`config.mk`:
```
export PLATFORM = sky130hd
export DESIGN_NAME = pcs_supervisor
export DESIGN_NICKNAME = d
export VERILOG_FILES = /design/src/core/pcs_pkg.sv /design/src/core/pcs_supervisor.sv
export SDC_FILE = /design/constraint.sdc
export NUM_CORES = 1
export LEC_CHECK = 0
export BUFFER_PORTS_ARGS = -buffer_cell sky130_fd_sc_hd__buf_2
export CORE_MARGIN = 2
export CORE_UTILIZATION = 45
export DETAILED_ROUTE_END_ITERATION = 16
export GPL_TIMING_DRIVEN = 0
export PLACE_DENSITY = 0.89
export SETUP_SLACK_MARGIN = 0.2
export SYNTH_ARGS = -nofsm -noshare
export SYNTH_HDL_FRONTEND = slang
export SYNTH_SLANG_ARGS = --single-unit
```
`constraint.sdc`:
```
create_clock -name mclk -period 1.87 [get_ports mclk]
set_input_delay 0.187 -clock mclk [delete_from_list [all_inputs] [get_ports mclk]]
set_output_delay 0.187 -clock mclk [all_outputs]
set_load 0.05 [all_outputs]
```
`src/core/pcs_pkg.sv`:
```
/*
 Shared types and constants of the clock synthesiser supervisor.
 Assumes one clock domain (mclk) and a synchronous active-high reset.
*/
// How it works
// [RULE1] Lock loss with its reset enable set asserts chip reset.
// [RULE2] Reset clears lock flags; a lock-loss cause bit survives for software.
// [RULE3] In synthesiser mode reset is held until reference present and lock.
// [RULE4] External clock mode raises no lock loss; its reset enable is ignored.
// [RULE5] With detection enabled, reference or feedback loss sets sticky flag.
// [RULE6] Clock loss monitor is off in external clock mode.
// [RULE7] Clock loss with its reset enable set asserts chip reset.
// [RULE8] Reset clears the clock loss flag; a clock-loss cause bit is kept.
// [RULE9] Clock loss reset enable does nothing in external clock mode.
// [RULE10] Reference failure moves to self-clocked mode until next reset.
// [RULE11] Self-clocked clock is still divided by the output divider field.
// [RULE12] Synthesiser failure with good reference selects reference until reset.
// [RULE13] Double failure: reference handling wins; self-clocked or else static.
// [RULE14] Reset exit after double failure waits for reference and synthesiser.
// [RULE15] In stop the synthesiser stays powered only for field 00 or 01.
// [RULE16] In stop the oscillator stays on for 00, 01, 10 or external reference.
// [RULE17] Loss in stop with matching reset enable resets immediately.
// [RULE18] Reference loss in stop wakes self-clocked, lock flags 0, loss flag 1.
// [RULE19] Feedback loss in stop wakes in reference mode, loss flag set.
// [RULE20] With detection disabled, loss in stop leaves the loss flag unchanged.
// [RULE21] Sticky lock keeps pre-stop value if synthesiser was off; else 0.
// [RULE22] Fast wakeup shows lock 0 and loss 1 until recovery, then restores.
// [RULE23] Source switching is registered, glitch free and judged on live clocks.
// [RULE24] Synthesiser failure with detection disabled leaves the clock static.
package pcs_pkg;
   localparam int SYNC_STAGES = 2;
   localparam logic [1:0] STOP_SYNTH_MAX = 2'h1;
   localparam logic [1:0] STOP_OSC_MAX = 2'h2;
   localparam logic [2:0] DIV_RESET = 3'h0;

   typedef enum {
      SRC_SYNTH, SRC_SCM, SRC_REF, SRC_EXT, SRC_STATIC
   } pcs_src_e;

   typedef struct packed {
      logic external_clock_mode;
      logic lock_loss_reset_enable;
      logic clock_loss_detect_enable;
      logic clock_loss_reset_enable;
      logic fast_wakeup;
      logic external_reference;
      logic [1:0] stop_power_select;
      logic [2:0] output_divider_field;
   } pcs_cfg_s;

   typedef struct packed {
      logic lock_flag;
      logic sticky_lock_flag;
      logic sticky_clock_loss_flag;
   } pcs_status_s;

   typedef struct packed {
      logic lock_loss_cause;
      logic clock_loss_cause;
   } pcs_cause_s;
endpackage

```
`src/core/pcs_supervisor.sv`:
```
/*
 Clock synthesiser supervisor: loss-of-lock and loss-of-clock detection,
 sticky status, chip reset request with cause, fallback source selection
 and stop-mode power and flag handling.
 Assumes the analog status pins are asynchronous to mclk, that rst is the
 warm reset driven by the reset controller, and por the power-on reset.
*/
`timescale 1ns/1ps
module pcs_supervisor (
   input wire logic mclk,
   input wire logic rst,
   input wire logic por,
   input wire pcs_pkg::pcs_cfg_s cfg,
   input wire logic stop_req,
   input wire logic mfd_change,
   input wire logic ref_ok_pin,
   input wire logic fb_ok_pin,
   input wire logic lock_pin,
   input wire logic scm_ok_pin,
   output pcs_pkg::pcs_status_s status_q,
   output pcs_pkg::pcs_cause_s cause_q,
   output pcs_pkg::pcs_src_e clk_src_q,
   output logic [2:0] clk_div_q,
   output logic chip_reset_q,
   output logic reset_hold_q,
   output logic synth_power_q,
   output logic osc_power_q
);
   logic [3:0] sync1_q;
   logic [3:0] sync2_q;
   logic ref_s, fb_s, lock_s, scm_s;
   logic lock_prev_q, loc_prev_q, stop_prev_q;
   logic sticky_lock_q, sticky_loc_q, ever_locked_q;
   logic frozen_q, synth_off_stop_q, blk_lock_q, blk_loc_q;
   logic normal, synth_on, osc_on, synth_live, osc_live;
   logic ref_lost, fb_lost, loc_cond, loc_evt, lol_evt;
   logic stop_entry, stop_exit, stop_rst, lol_rst, loc_rst, req_now;

   // Two flops before any logic looks at the analog status pins.
   // Not reset: the hold logic must see live pins while rst stands,
   // or the chip could never leave reset.
   always_ff @(posedge mclk) begin
      sync1_q <= {scm_ok_pin, lock_pin, fb_ok_pin, ref_ok_pin};
      sync2_q <= sync1_q;
   end
   assign ref_s = sync2_q[0];
   assign fb_s = sync2_q[1];
   assign lock_s = sync2_q[2];
   assign scm_s = sync2_q[3];

   assign normal = !cfg.external_clock_mode;
   assign synth_on = cfg.stop_power_select <= pcs_pkg::STOP_SYNTH_MAX; // [RULE15]
   assign osc_on = cfg.external_reference
      || (cfg.stop_power_select <= pcs_pkg::STOP_OSC_MAX); // [RULE16]
   assign synth_live = !stop_req || synth_on;
   assign osc_live = !stop_req || osc_on;
   assign stop_entry = stop_req && !stop_prev_q;
   assign stop_exit = !stop_req && stop_prev_q;

   // A clock powered down on purpose is not a failure
   assign ref_lost = osc_live && !ref_s;
   assign fb_lost = synth_live && !fb_s && !blk_loc_q;
   assign loc_cond = normal && cfg.clock_loss_detect_enable
      && (ref_lost || fb_lost); // [RULE5] [RULE6]
   assign loc_evt = loc_cond && !loc_prev_q;
   // MFD changes drop lock intentionally and never count as a loss
   assign lol_evt = normal && lock_prev_q && !lock_s && !mfd_change
      && synth_live && clk_src_q == pcs_pkg::SRC_SYNTH; // [RULE4]

   assign lol_rst = lol_evt && cfg.lock_loss_reset_enable; // [RULE1]
   assign loc_rst = loc_evt && cfg.clock_loss_reset_enable; // [RULE7]
   // Powering the synthesiser down in stop loses lock and clocks at once
   assign stop_rst = stop_entry && !synth_on
      && (cfg.lock_loss_reset_enable || (cfg.clock_loss_detect_enable
      && cfg.clock_loss_reset_enable)); // [RULE17]
   assign req_now = normal && (lol_rst || loc_rst || stop_rst); // [RULE9]

   always_ff @(posedge mclk) begin
      if (rst) begin
         lock_prev_q <= 1'b0;
         loc_prev_q <= 1'b0;
         stop_prev_q <= 1'b0;
      end else begin
         lock_prev_q <= lock_s;
         loc_prev_q <= loc_cond;
         stop_prev_q <= stop_req;
      end
   end

   // Chip reset request stays until the reset controller answers with rst
   always_ff @(posedge mclk) begin
      if (rst) begin
         chip_reset_q <= 1'b0;
      end else if (req_now) begin
         chip_reset_q <= 1'b1;
      end
   end

   // Cause bits outlive the warm reset so software can read them after it
   always_ff @(posedge mclk) begin
      if (por) begin
         cause_q <= '0;
      end else if (!rst && req_now && !chip_reset_q) begin
         cause_q.lock_loss_cause <= lol_rst
            || (stop_rst && cfg.lock_loss_reset_enable); // [RULE2]
         cause_q.clock_loss_cause <= loc_rst || (stop_rst
            && cfg.clock_loss_detect_enable
            && cfg.clock_loss_reset_enable); // [RULE8]
      end
   end

   // Sticky lock is set by the first lock only; an unexpected loss keeps it 0
   always_ff @(posedge mclk) begin
      if (rst) begin
         sticky_lock_q <= 1'b0;
         ever_locked_q <= 1'b0;
      end else if (lol_evt || loc_evt) begin
         sticky_lock_q <= 1'b0; // [RULE18] [RULE19] [RULE21]
      end else if (normal && lock_s && !ever_locked_q && !frozen_q) begin
         sticky_lock_q <= 1'b1;
         ever_locked_q <= 1'b1;
      end
   end

   always_ff @(posedge mclk) begin
      if (rst) begin
         sticky_loc_q <= 1'b0; // [RULE8]
      end else if (loc_evt) begin
         sticky_loc_q <= 1'b1; // [RULE5] [RULE20]
      end
   end

   // Synthesiser off in stop: hold sticky lock at its pre-stop value
   always_ff @(posedge mclk) begin
      if (rst) begin
         frozen_q <= 1'b0;
         synth_off_stop_q <= 1'b0;
      end else begin
         if (stop_entry) begin
            synth_off_stop_q <= !synth_on;
         end
         if (stop_entry && !synth_on) begin
            frozen_q <= 1'b1;
         end else if (!stop_req && lock_s) begin
            frozen_q <= 1'b0; // [RULE21]
         end
      end
   end

   // Fast wakeup masks the flags until lock and clocks come back
   always_ff @(posedge mclk) begin
      if (rst) begin
         blk_lock_q <= 1'b0;
         blk_loc_q <= 1'b0;
      end else begin
         if (stop_exit && cfg.fast_wakeup && synth_off_stop_q && !lock_s) begin
            blk_lock_q <= 1'b1; // [RULE22]
         end else if (lock_s) begin
            blk_lock_q <= 1'b0;
         end
         if (stop_exit && cfg.fast_wakeup && synth_off_stop_q
               && !(ref_s && fb_s)) begin
            blk_loc_q <= 1'b1; // [RULE22]
         end else if (ref_s && fb_s) begin
            blk_loc_q <= 1'b0;
         end
      end
   end

   always_ff @(posedge mclk) begin
      if (rst) begin
         status_q <= '0;
      end else begin
         status_q.lock_flag <= normal && lock_s && !blk_lock_q
            && clk_src_q == pcs_pkg::SRC_SYNTH; // [RULE4]
         status_q.sticky_lock_flag <= sticky_lock_q && !blk_lock_q;
         status_q.sticky_clock_loss_flag <= sticky_loc_q || blk_loc_q;
      end
   end

   // Source changes at most twice per reset (synth to self-clocked to static); the clock mux switches on this register
   always_ff @(posedge mclk) begin
      if (rst) begin
         clk_src_q <= cfg.external_clock_mode ? pcs_pkg::SRC_EXT
            : pcs_pkg::SRC_SYNTH;
      end else begin
         unique case (clk_src_q)
            pcs_pkg::SRC_SYNTH: begin
               if (normal && !cfg.clock_loss_detect_enable && fb_lost) begin
                  clk_src_q <= pcs_pkg::SRC_STATIC; // [RULE24]
               end else if (loc_cond && ref_lost) begin
                  clk_src_q <= scm_s ? pcs_pkg::SRC_SCM
                     : pcs_pkg::SRC_STATIC; // [RULE10] [RULE13] [RULE18]
               end else if (loc_cond) begin
                  clk_src_q <= pcs_pkg::SRC_REF; // [RULE12] [RULE19]
               end
            end
            pcs_pkg::SRC_SCM: begin
               if (!scm_s) begin
                  clk_src_q <= pcs_pkg::SRC_STATIC; // [RULE13] [RULE23]
               end
            end
            pcs_pkg::SRC_REF, pcs_pkg::SRC_EXT, pcs_pkg::SRC_STATIC: begin
               clk_src_q <= clk_src_q;
            end
         endcase
      end
   end

   always_ff @(posedge mclk) begin
      if (rst) begin
         clk_div_q <= pcs_pkg::DIV_RESET;
      end else begin
         clk_div_q <= cfg.output_divider_field; // [RULE11]
      end
   end

   // Evaluated during rst too: this is what releases the reset
   always_ff @(posedge mclk) begin
      reset_hold_q <= normal && !(ref_s && fb_s && lock_s); // [RULE3] [RULE14]
   end

   always_ff @(posedge mclk) begin
      if (rst) begin
         synth_power_q <= 1'b1;
         osc_power_q <= 1'b1;
      end else begin
         synth_power_q <= !stop_req || synth_on; // [RULE15]
         osc_power_q <= !stop_req || osc_on; // [RULE16]
      end
   end

   a_lol_reset: assert property (@(posedge mclk) disable iff (rst) // [RULE1]
      lol_evt && cfg.lock_loss_reset_enable && !chip_reset_q
      |=> chip_reset_q && cause_q.lock_loss_cause)
      else $error("lock loss did not reset");
   a_ext_no_reset: assert property (@(posedge mclk) disable iff (rst) // [RULE9]
      cfg.external_clock_mode && !chip_reset_q |=> !chip_reset_q)
      else $error("reset raised in external mode");
   a_flags_cleared: assert property (@(posedge mclk) // [RULE2]
      $past(rst) && rst |-> !status_q.sticky_lock_flag
      && !status_q.sticky_clock_loss_flag && !status_q.lock_flag)
      else $error("flags not cleared by reset");
   a_loc_flag_set: assert property (@(posedge mclk) disable iff (rst) // [RULE5]
      loc_evt |=> ##1 status_q.sticky_clock_loss_flag)
      else $error("clock loss flag not set");
   a_loc_disabled: assert property (@(posedge mclk) disable iff (rst) // [RULE20]
      !cfg.clock_loss_detect_enable && !sticky_loc_q |=> !sticky_loc_q)
      else $error("loss flag set with detection off");
   a_scm_kept: assert property (@(posedge mclk) disable iff (rst) // [RULE10]
      clk_src_q == pcs_pkg::SRC_SCM
      |=> clk_src_q inside {pcs_pkg::SRC_SCM, pcs_pkg::SRC_STATIC})
      else $error("left self-clocked mode");
   a_ref_kept: assert property (@(posedge mclk) disable iff (rst) // [RULE12]
      clk_src_q == pcs_pkg::SRC_REF |=> clk_src_q == pcs_pkg::SRC_REF)
      else $error("left reference mode");
   a_synth_off: assert property (@(posedge mclk) disable iff (rst) // [RULE15]
      stop_req && cfg.stop_power_select > pcs_pkg::STOP_SYNTH_MAX
      |=> !synth_power_q)
      else $error("synthesiser powered in deep stop");
   a_hold_lock: assert property (@(posedge mclk) // [RULE3]
      normal && !lock_s |=> reset_hold_q)
      else $error("reset released without lock");
   a_div_follow: assert property (@(posedge mclk) disable iff (rst) // [RULE11]
      $stable(cfg.output_divider_field)
      |=> clk_div_q == $past(cfg.output_divider_field))
      else $error("divider not applied");
endmodule

```
==> flow_metrics.tcl, run 1 <==
set metrics [dict create \
    result_of_the_run "complete, no violations" \
    yosys.cell_count.top_type "sky130_fd_sc_hd__dfxtp_1" \
    port_buffers 34 \
    skew_ns 0.00730 \
    tritoncts "built" \
    cts_sinks 33 \
    filler_cell_count 276 \
    place.detailed.hpwl_um 2070 \
    die_span_y_um 60.0 \
    cts-htree-levels 2 \
    die_w_um 60.0 \
    design.portCount 64 \
    min_period_over_period 0.788 \
    groute.layer.met3.usage 0.0541 \
    cp_max_fo 7 \
    design.final.nets 239 \
    slew_viol_final 0 \
    first_global_vias 989 \
    synth-edff-count 3 \
    yosys_register_bits 33 \
    clkSlewWorstSetupHoldPaths_ns 0.10 \
    drt_wl_total_um 2720 \
    hold_ws_ns 0.0595 \
    grt_util_all_layers 0.166 \
    synth_top_area_share 0.426 \
    synth_area_leader_cell "sky130_fd_sc_hd__dfxtp_1" \
    end_kind "register" \
    final_design_area_no_fill_um2 1840 \
    grt_max_degree 11 \
    timing.setup.tns_ns 0 \
    min_period_ns 1.47 \
    ir_drop_mv 0.497 \
    hold_viol_final 0 \
    grt_setup_unrepaired "false" \
    clk_root_buffer_cell "sky130_fd_sc_hd__clkbuf_4" \
    synth_area_leaders "sky130_fd_sc_hd__dfxtp_1, sky130_fd_sc_hd__buf_4, sky130_fd_sc_hd__edfxtp_1" \
    timing.critical_path.cells "or4_1, a21o_1" \
    post_route_cells_drive_above_1_share 0.359 \
    route.detailed.vias_per_inst 4.41 \
    grt_use_met1 0.189 \
    clk-insertion-delay-late_ns 0.33 \
    seq_area_frac_synth 0.489 \
    netlist_instances 146 \
    worstPathRequired_ns 1.96 \
    max_cap_violations 0 \
    drt_first_iter_violations 39 \
    clockBufferDepth 2 \
    synth-warning-count 0 \
    criticalPathCategory "register to register" \
    tritoncts.num_buffers 5 \
    overflow 0 \
    synth.cell_area_um2 1410 \
    synth.top_cells.by_count "sky130_fd_sc_hd__dfxtp_1, sky130_fd_sc_hd__buf_4, sky130_fd_sc_hd__nor2_1" \
    syn2layout_area_growth_pct 30.1 \
    globalplace.congestion 0.831 \
    cp_slowest_cell "sky130_fd_sc_hd__or4_1" \
    dr_total_vias 1163 \
    die_area_um2 3600 \
    synth_async_sr_flop_share 0 \
    power_density_nw_per_um2 837 \
    setup_violations 0 \
    critical-path-max-stage-delay_ns 0.55 \
    detail-route-antenna-nets 0 \
    placement_row_count 20 \
    yosys.cell_types.count 39 \
    antenna_found_initial 0 \
    critical_path.startpoint_type "register" \
    utilization_of_the_core_after_routing 0.607 \
    n_antenna_cell 0 \
    placeableCoreArea_um2 3030 \
    firstDrtPassIters 4 \
    floorplan.initialDensity 0.466 \
    placement.cell_area_um2 1740 \
    drc_errors 0 \
    avgRoutedWirePerCell_um 10.3 \
    cp_data_arrival_time_ns 1.56 \
    most_used_dff_post_synth "sky130_fd_sc_hd__dfxtp_1" \
    report.power.total_w 0.00154 \
    avgSynthCellArea_um2 9.67 \
    groute.layer.met2.usage 0.278 \
    max_freq_ghz 0.679 \
    busiest_layer "met2" \
    holdCritPathClass "input port to register" \
    first_pass_grt_wire_length_um 4330 \
    p_leak_nw 0.892 \
]
[final timing paths]
path / from / endpoint / slack [ns] / cells after the start
worst max-delay path: clk_src_q[1]$_DFFE_PP_ / clk_src_q[0]$_DFFE_PP_ / 0.40 / 2
worst max register to register: clk_src_q[1]$_DFFE_PP_ / clk_src_q[0]$_DFFE_PP_ / 0.40 / 2
worst min-delay path: cfg[5] / osc_power_q$_SDFF_PP1_ / 0.06 / 2
worst min register to register: sync1_q[1]$_DFF_P_ / sync2_q[1]$_DFF_P_ / 0.33 / 0
[registers in the layout (all words and copies together), names as in the netlist, 2 cells and up]
name and cells:
clk_src_q 3, sync1_q 4, status_q 3, cause_q 2, sync2_q 4, clk_div_q 3
[per-layer routing]
metal	part of all wire	wire length, um	vias up
met5	0	0	-
li1	-	-	598
met3	0.064	174	5
met4	0.013	35	0
met1	0.42	1140	513
met2	0.50	1370	47
[per-stage QoR]
step	setup slack (ns)	instances
CTS	0.250	264
detailed placement	0.226	252
finish	0.396	264
global placement	0.322	252
global route	0.317	264
floorplan	0.219	174
[placed cells by master (no fill, tap or decap), types with 2 or more instances in the layout]
| cell | count |
|---|---|
| sky130_fd_sc_hd__a21oi_1 | 5 |
| sky130_fd_sc_hd__a31oi_1 | 3 |
| sky130_fd_sc_hd__buf_2 | 35 |
| sky130_fd_sc_hd__buf_4 | 29 |
| sky130_fd_sc_hd__clkbuf_1 | 2 |
| sky130_fd_sc_hd__clkbuf_4 | 5 |
| sky130_fd_sc_hd__clkinv_1 | 2 |
| sky130_fd_sc_hd__conb_1 | 29 |
| sky130_fd_sc_hd__dfxtp_1 | 30 |
| sky130_fd_sc_hd__dlygate4sd3_1 | 4 |
| sky130_fd_sc_hd__edfxtp_1 | 3 |
| sky130_fd_sc_hd__inv_1 | 4 |
| sky130_fd_sc_hd__nand2_1 | 4 |
| sky130_fd_sc_hd__nand2b_1 | 2 |
| sky130_fd_sc_hd__nand3_1 | 3 |
| sky130_fd_sc_hd__nor2_1 | 15 |
| sky130_fd_sc_hd__nor2b_1 | 6 |
| sky130_fd_sc_hd__nor3_1 | 3 |
| sky130_fd_sc_hd__nor3b_1 | 3 |
| sky130_fd_sc_hd__nor4_1 | 3 |
| sky130_fd_sc_hd__o21ai_0 | 5 |
| sky130_fd_sc_hd__o2bb2ai_1 | 2 |
| sky130_fd_sc_hd__or3b_2 | 2 |
[critical path, delay by kind of cell (launching register included)]
kind / cells / cell delay [ns]
DFF: 1 / 0.48
AOI/OAI and AO/OA: 1 / 0.21
and+or+nand+nor: 1 / 0.55
[cell families (layout without fill, tap and decap cells)]
kind of cell / after synthesis / count (layout) / synth area share
other: 1 / 29 / 0.00266
buffers and inverters: 36 / 82 / 0.174
and+or+nand+nor: 49 / 49 / 0.201
DFF: 33 / 33 / 0.489
AOI/OAI and AO/OA: 27 / 27 / 0.133
[report_power, final]
part	switching (W)	total, W	internal [W]
sequential	0.0000280	0.000784	0.000756
clock	0.000226	0.000361	0.000136
combinational	0.000276	0.000391	0.000115
total	0.000530	0.00154	0.00101
[area by class of cell]
| cell class | count | area, um2 | area share |
|---|---|---|---|
| buffer | 32 | 230 | 0.125 |
| clock buffer | 5 | 37.5 | 0.0204 |
| clock inverter | 3 | 12.5 | 0.00681 |
| inverter | 4 | 15.0 | 0.00817 |
| multi-input combinational | 105 | 586 | 0.319 |
| sequential | 33 | 691 | 0.376 |
| tap | 44 | 55.1 | 0.0300 |
| timing repair buffer | 38 | 210 | 0.114 |
[repair_timing]
item | 4_1_cts | 5_1_grt
hold buffers | 4 | 0
hold endpoints to repair | 4 | 0
resized for setup | 0 | 1
setup buffers | 0 | 0
endpoints found under the setup margin | 0 | 8
Power figures use the tool's default switching activity.
==> run 2: changes to the inputs <==
Settings changed: CORE_UTILIZATION 45 to 41, PLACE_DENSITY 0.89 to 0.86.
Clock period 1.87 ns to 1.28 ns, I/O delays scaled along.
==> flow_metrics.tcl, run 2 (synthesis gave the netlist of run 1 again) <==
set metrics [dict create \
    end_kind "register" \
    tritoncts.num_buffers 5 \
    cts_sinks 33 \
    cp_data_arrival_time_ns 1.50 \
    holdCritPathClass "input port to register" \
    p_leak_nw 0.971 \
    clkSlewWorstSetupHoldPaths_ns 0.10 \
    max_freq_ghz 0.715 \
    n_antenna_cell 0 \
    ir_drop_mv 0.668 \
    min_period_over_period 1.09 \
    net-switching-power_w 0.000828 \
    drc_errors 0 \
    power_density_nw_per_um2 1210 \
    criticalPathCategory "register to register" \
    design.final.nets 250 \
    dr_total_vias 1242 \
    most-common-layout-cells "sky130_fd_sc_hd__buf_4, sky130_fd_sc_hd__conb_1, sky130_fd_sc_hd__buf_2, sky130_fd_sc_hd__dfxtp_1, sky130_fd_sc_hd__nor2_1" \
    switching_share 0.331 \
    placement.cell_area_um2 1760 \
    grt_max_degree 11 \
    timing.setup.tns_ns -0.763 \
    floorplan.initialDensity 0.426 \
    clk_root_buffer_cell "sky130_fd_sc_hd__clkbuf_4" \
    min_period_ns 1.40 \
    hold_viol_final 0 \
    result_of_the_run "finished, violations left" \
    drt_first_iter_violations 72 \
    max_cap_violations 0 \
    share_of_total_power_in_the_clock_network 0.263 \
    final_design_area_no_fill_um2 2070 \
    avgRoutedWirePerCell_um 11.1 \
    grt_util_all_layers 0.165 \
    worstPathRequired_ns 1.38 \
    first_global_vias 1172 \
    timing.critical_path.cells "or4_1, a21o_1" \
    skew_ns 0.0115 \
    design.portCount 64 \
    firstDrtPassIters 4 \
    antenna_found_initial 0 \
    grt_setup_unrepaired "true" \
    place.detailed.hpwl_um 2100 \
    placement_row_count 21 \
    die_w_um 62.7 \
    tritoncts "built" \
    critical-path-max-stage-delay_ns 0.52 \
    cts-htree-levels 2 \
    placeableCoreArea_um2 3310 \
    route.detailed.vias_per_inst 4.48 \
    slew_viol_final 0 \
    cp_slowest_cell "sky130_fd_sc_hd__or4_1" \
    flop_pwr_share 0.459 \
    drt_wl_total_um 3070 \
    syn2layout_area_growth_pct 46.5 \
    clk-insertion-delay-late_ns 0.34 \
    worst_slack_ns -0.119 \
    detailedPlace.worstSlack_ns -0.338 \
    overflow 0 \
    internal_power_w 0.00168 \
    setup_violations 9 \
    detail-route-antenna-nets 0 \
    port_buffers 34 \
    die_span_y_um 62.7 \
    first_pass_grt_wire_length_um 5060 \
    cp_max_fo 4 \
    critical_path.startpoint_type "register" \
    violations "negative setup slack" \
    power.share.combinational 0.278 \
    post_route_cells_drive_above_1_share 0.433 \
    clockBufferDepth 2 \
    layout_commonest_cell "sky130_fd_sc_hd__buf_4" \
    globalplace.congestion 0.859 \
    die_area_um2 3930 \
    top_regs "sync1_q (4), sync2_q (4)" \
]
run 2: cell types whose count changed in the layout (fill, tap and decap cells not counted), moves of 4 or more:
cell / before / now
sky130_fd_sc_hd__buf_4: 29 / 33
sky130_fd_sc_hd__dlygate4sd3_1: 4 / 8
sky130_fd_sc_hd__buf_2: 35 / 28
sky130_fd_sc_hd__buf_6: 0 / 6
run 2: final timing paths:
kind | start | slack, ns | to | cells after the start
worst min register to register | sync1_q[0]$_DFF_P_ | 0.33 | sync2_q[0]$_DFF_P_ | 0
worst max-delay path | clk_src_q[0]$_DFFE_PP_ | -0.12 | clk_src_q[2]$_SDFFCE_PP0P_ | 2
worst max register to register | clk_src_q[0]$_DFFE_PP_ | -0.12 | clk_src_q[2]$_SDFFCE_PP0P_ | 2
worst min-delay path | por | 0.01 | cause_q[1]$_SDFFE_PP0P_ | 2
run 2: worst max-delay path: cells and delay by family (launching register included):
kind               cells  cell delay [ns]
AOI/OAI and AO/OA      1             0.21
DFF                    1             0.44
and+or+nand+nor        1             0.52
run 2: through the flow:
stage,util,cells,power (W),hold slack [ns]
final,0.625,277,0.00250,0.0120
after global routing,0.625,277,0.00262,0.00632
after CTS,0.609,276,0.00248,0.00173
after detailed placement,0.531,254,0.00173,0.232
after global placement,0.531,254,0.00172,0.232
after floorplan,-,174,0.00163,0.156
run 2: power groups by stage:
stage | clock network (W) | registers [W] | logic, W
2_1_floorplan | 0 | 0.00127 | 0.000367
3_3_place_gp | 0 | 0.00117 | 0.000555
3_5_place_dp | 0 | 0.00117 | 0.000561
4_1_cts | 0.000672 | 0.00114 | 0.000666
5_1_grt | 0.000727 | 0.00116 | 0.000737
6_report | 0.000659 | 0.00115 | 0.000697
run 2: what timing repair did:
item | 4_1_cts | 5_1_grt
buffers inserted | 6 | 1
hold endpoints to repair | 8 | 0
resized for setup | 17 | 11
setup endpoints to repair | 16 | 20
pin swaps | 3 | 0
hold buffers | 8 | 0
run 2: layout make-up:
class | instances | area (um2)
Clock buffer | 7 | 65.1
Clock inverter | 1 | 5.00
Buffer | 32 | 230
Inverter | 4 | 15.0
Fill cell | 297 | 1240
Timing Repair Buffer | 49 | 350
Tap cell | 46 | 57.6
Sequential cell | 33 | 697
Multi-Input combinational cell | 105 | 648
run 2: per-layer routing:
metal  wire, um  vias to the layer above  global-route usage
met5          0                        -                   0
met2       1530                       53               0.267
met1       1240                      555               0.195
met3        210                       12              0.0468
li1           -                      622                   -
met4         97                        0              0.0944
==> run 3: changes to the inputs <==
Settings changed: CTS_BUF_LIST set to sky130_fd_sc_hd__clkbuf_8 sky130_fd_sc_hd__clkbuf_16, GPL_ROUTABILITY_DRIVEN set to 0, PLACE_DENSITY 0.86 to unset, PLACE_DENSITY_LB_ADDON set to 0.08.
==> flow_metrics.tcl, run 3 (synthesis gave the netlist of run 1 again) <==
set metrics [dict create \
    end_kind "register" \
    min_path_cells 2 \
    most-common-layout-cells "sky130_fd_sc_hd__buf_4, sky130_fd_sc_hd__buf_2, sky130_fd_sc_hd__conb_1, sky130_fd_sc_hd__dfxtp_1, sky130_fd_sc_hd__nor2_1" \
    route.detailed.vias_per_inst 4.43 \
    violations "negative setup slack" \
    routed-wl-met2_um 1440 \
    wirelength_met1_um 1250 \
    report.power.total_w 0.00261 \
    min_period_ns 1.44 \
    slew_viol_final 0 \
    overflow 0 \
    placement_row_count 21 \
    worstPathRequired_ns 1.31 \
    dr_total_vias 1215 \
    dp.cells 254 \
    firstDrtPassIters 4 \
    post_route_cells_drive_above_1_share 0.443 \
    hold_ws_ns 0.0580 \
    cp_slowest_cell "sky130_fd_sc_hd__or4_4" \
    worst_slack_ns -0.162 \
    critical-path-max-stage-delay_ns 0.53 \
    first_global_vias 1066 \
    skew_ns 0.00356 \
    result_of_the_run "finished, violations left" \
    timing.setup.tns_ns -1.19 \
    detailedPlace.worstSlack_ns -0.346 \
    drt_first_iter_violations 30 \
    grt_max_degree 11 \
    ir_drop_mv 0.892 \
    max_cap_violations 0 \
    floorplan.initialDensity 0.426 \
    tritoncts.num_buffers 5 \
    min_period_over_period 1.13 \
    hold_viol_final 0 \
    die_area_um2 3930 \
    clockBufferDepth 2 \
    holdCritPathClass "input port to register" \
    max_freq_ghz 0.693 \
    post_layout_nonfiller_instances 274 \
    clk-insertion-delay-late_ns 0.28 \
    avgRoutedWirePerCell_um 11.0 \
    criticalPathCategory "register to register" \
    cp_max_fo 3 \
    cp_data_arrival_time_ns 1.48 \
    grt_setup_unrepaired "true" \
    setup_violations 13 \
    tritoncts "built" \
    cts_sinks 33 \
    drt_wl_total_um 3020 \
    filler_cell_count 304 \
    antenna_found_initial 0 \
    die_w_um 62.7 \
    timing.critical_path.cells "or4_4, a21o_1" \
    first_pass_grt_wire_length_um 4660 \
    r2r.worst_path.cells 2 \
    drc_errors 0 \
    n_antenna_cell 0 \
    design.final.nets 248 \
    detail-route-antenna-nets 0 \
    design.portCount 64 \
    cts-htree-levels 2 \
    die_span_y_um 62.7 \
    grt_util_all_layers 0.152 \
    placeableCoreArea_um2 3310 \
    route.top_layer_used "met4" \
    syn2layout_area_growth_pct 45.4 \
    layout_commonest_cell "sky130_fd_sc_hd__buf_4" \
    clk_root_buffer_cell "sky130_fd_sc_hd__clkbuf_8" \
    place.detailed.hpwl_um 2150 \
    power_density_nw_per_um2 1270 \
    clkSlewWorstSetupHoldPaths_ns 0.06 \
    port_buffers 34 \
    routed-wl-met3_um 278 \
    top_regs "sync1_q (4), sync2_q (4)" \
    critical_path.startpoint_type "register" \
    p_leak_nw 0.974 \
]
-- run 3: cell types whose count changed in the layout (fill, tap and decap cells not counted), moves of 2 or more --
cell,previous run,this run
sky130_fd_sc_hd__o21ai_0,4,2
sky130_fd_sc_hd__clkbuf_4,8,1
sky130_fd_sc_hd__dlygate4sd3_1,8,4
sky130_fd_sc_hd__clkbuf_8,2,6
sky130_fd_sc_hd__o21ai_1,1,3
sky130_fd_sc_hd__buf_2,28,31
-- run 3: timing repair --
| item | in CTS | in global routing |
|---|---|---|
| endpoints found under the setup margin | 15 | 17 |
| hold buffers | 4 | 0 |
| setup buffers | 5 | 4 |
| hold endpoints to repair | 4 | 0 |
| resized for setup | 11 | 17 |
| pin swaps | 1 | 10 |
| cloned | 0 | 0 |
-- run 3: where the power goes --
part | internal, W | switching, W
clock | 0.000417 | 0.000336
combinational | 0.000256 | 0.000454
sequential | 0.00111 | 0.0000375
-- run 3: layout make-up --
class                           count  area (um2)  area share
Buffer                             32         230       0.112
Clock buffer                        6        82.6      0.0402
Clock inverter                      1        3.75     0.00183
Inverter                            4        15.0     0.00732
Multi-Input combinational cell    105         644       0.314
Sequential cell                    33         697       0.340
Tap cell                           46        57.6      0.0280
Timing Repair Buffer               47         322       0.157
-- run 3: critical path, delay by kind of cell, from the launching register on --
kind             cells  cell delay (ns)
AO/OA/AOI/OAI        1             0.24
AND/OR/NAND/NOR      1             0.53
flip-flops           1             0.43
-- run 3: path summary, 6_finish.rpt --
kind	startpoint	endpoint	slack, ns
setup reg to reg	clk_src_q[1]$_DFFE_PP_	clk_src_q[2]$_SDFFCE_PP0P_	-0.16
hold reg to reg	sync1_q[2]$_DFF_P_	sync2_q[2]$_DFF_P_	0.33
setup / recovery	clk_src_q[1]$_DFFE_PP_	clk_src_q[2]$_SDFFCE_PP0P_	-0.16
hold / removal	cfg[2]	clk_div_q[2]$_SDFF_PP0_	0.06
-- run 3: per-stage QoR --
stage / instance area (um2) / util
finish: 2050 / 0.620
global route: 2050 / 0.620
CTS: 1960 / 0.592
detailed placement: 1760 / 0.531
global placement: 1760 / 0.531
floorplan: 1530 / -
-- run 3: routing by layer --
layer	up-vias	global-route usage
li1	615	-
met1	540	0.163
met2	54	0.258
met3	6	0.0685
met4	0	0.0667
met5	-	0
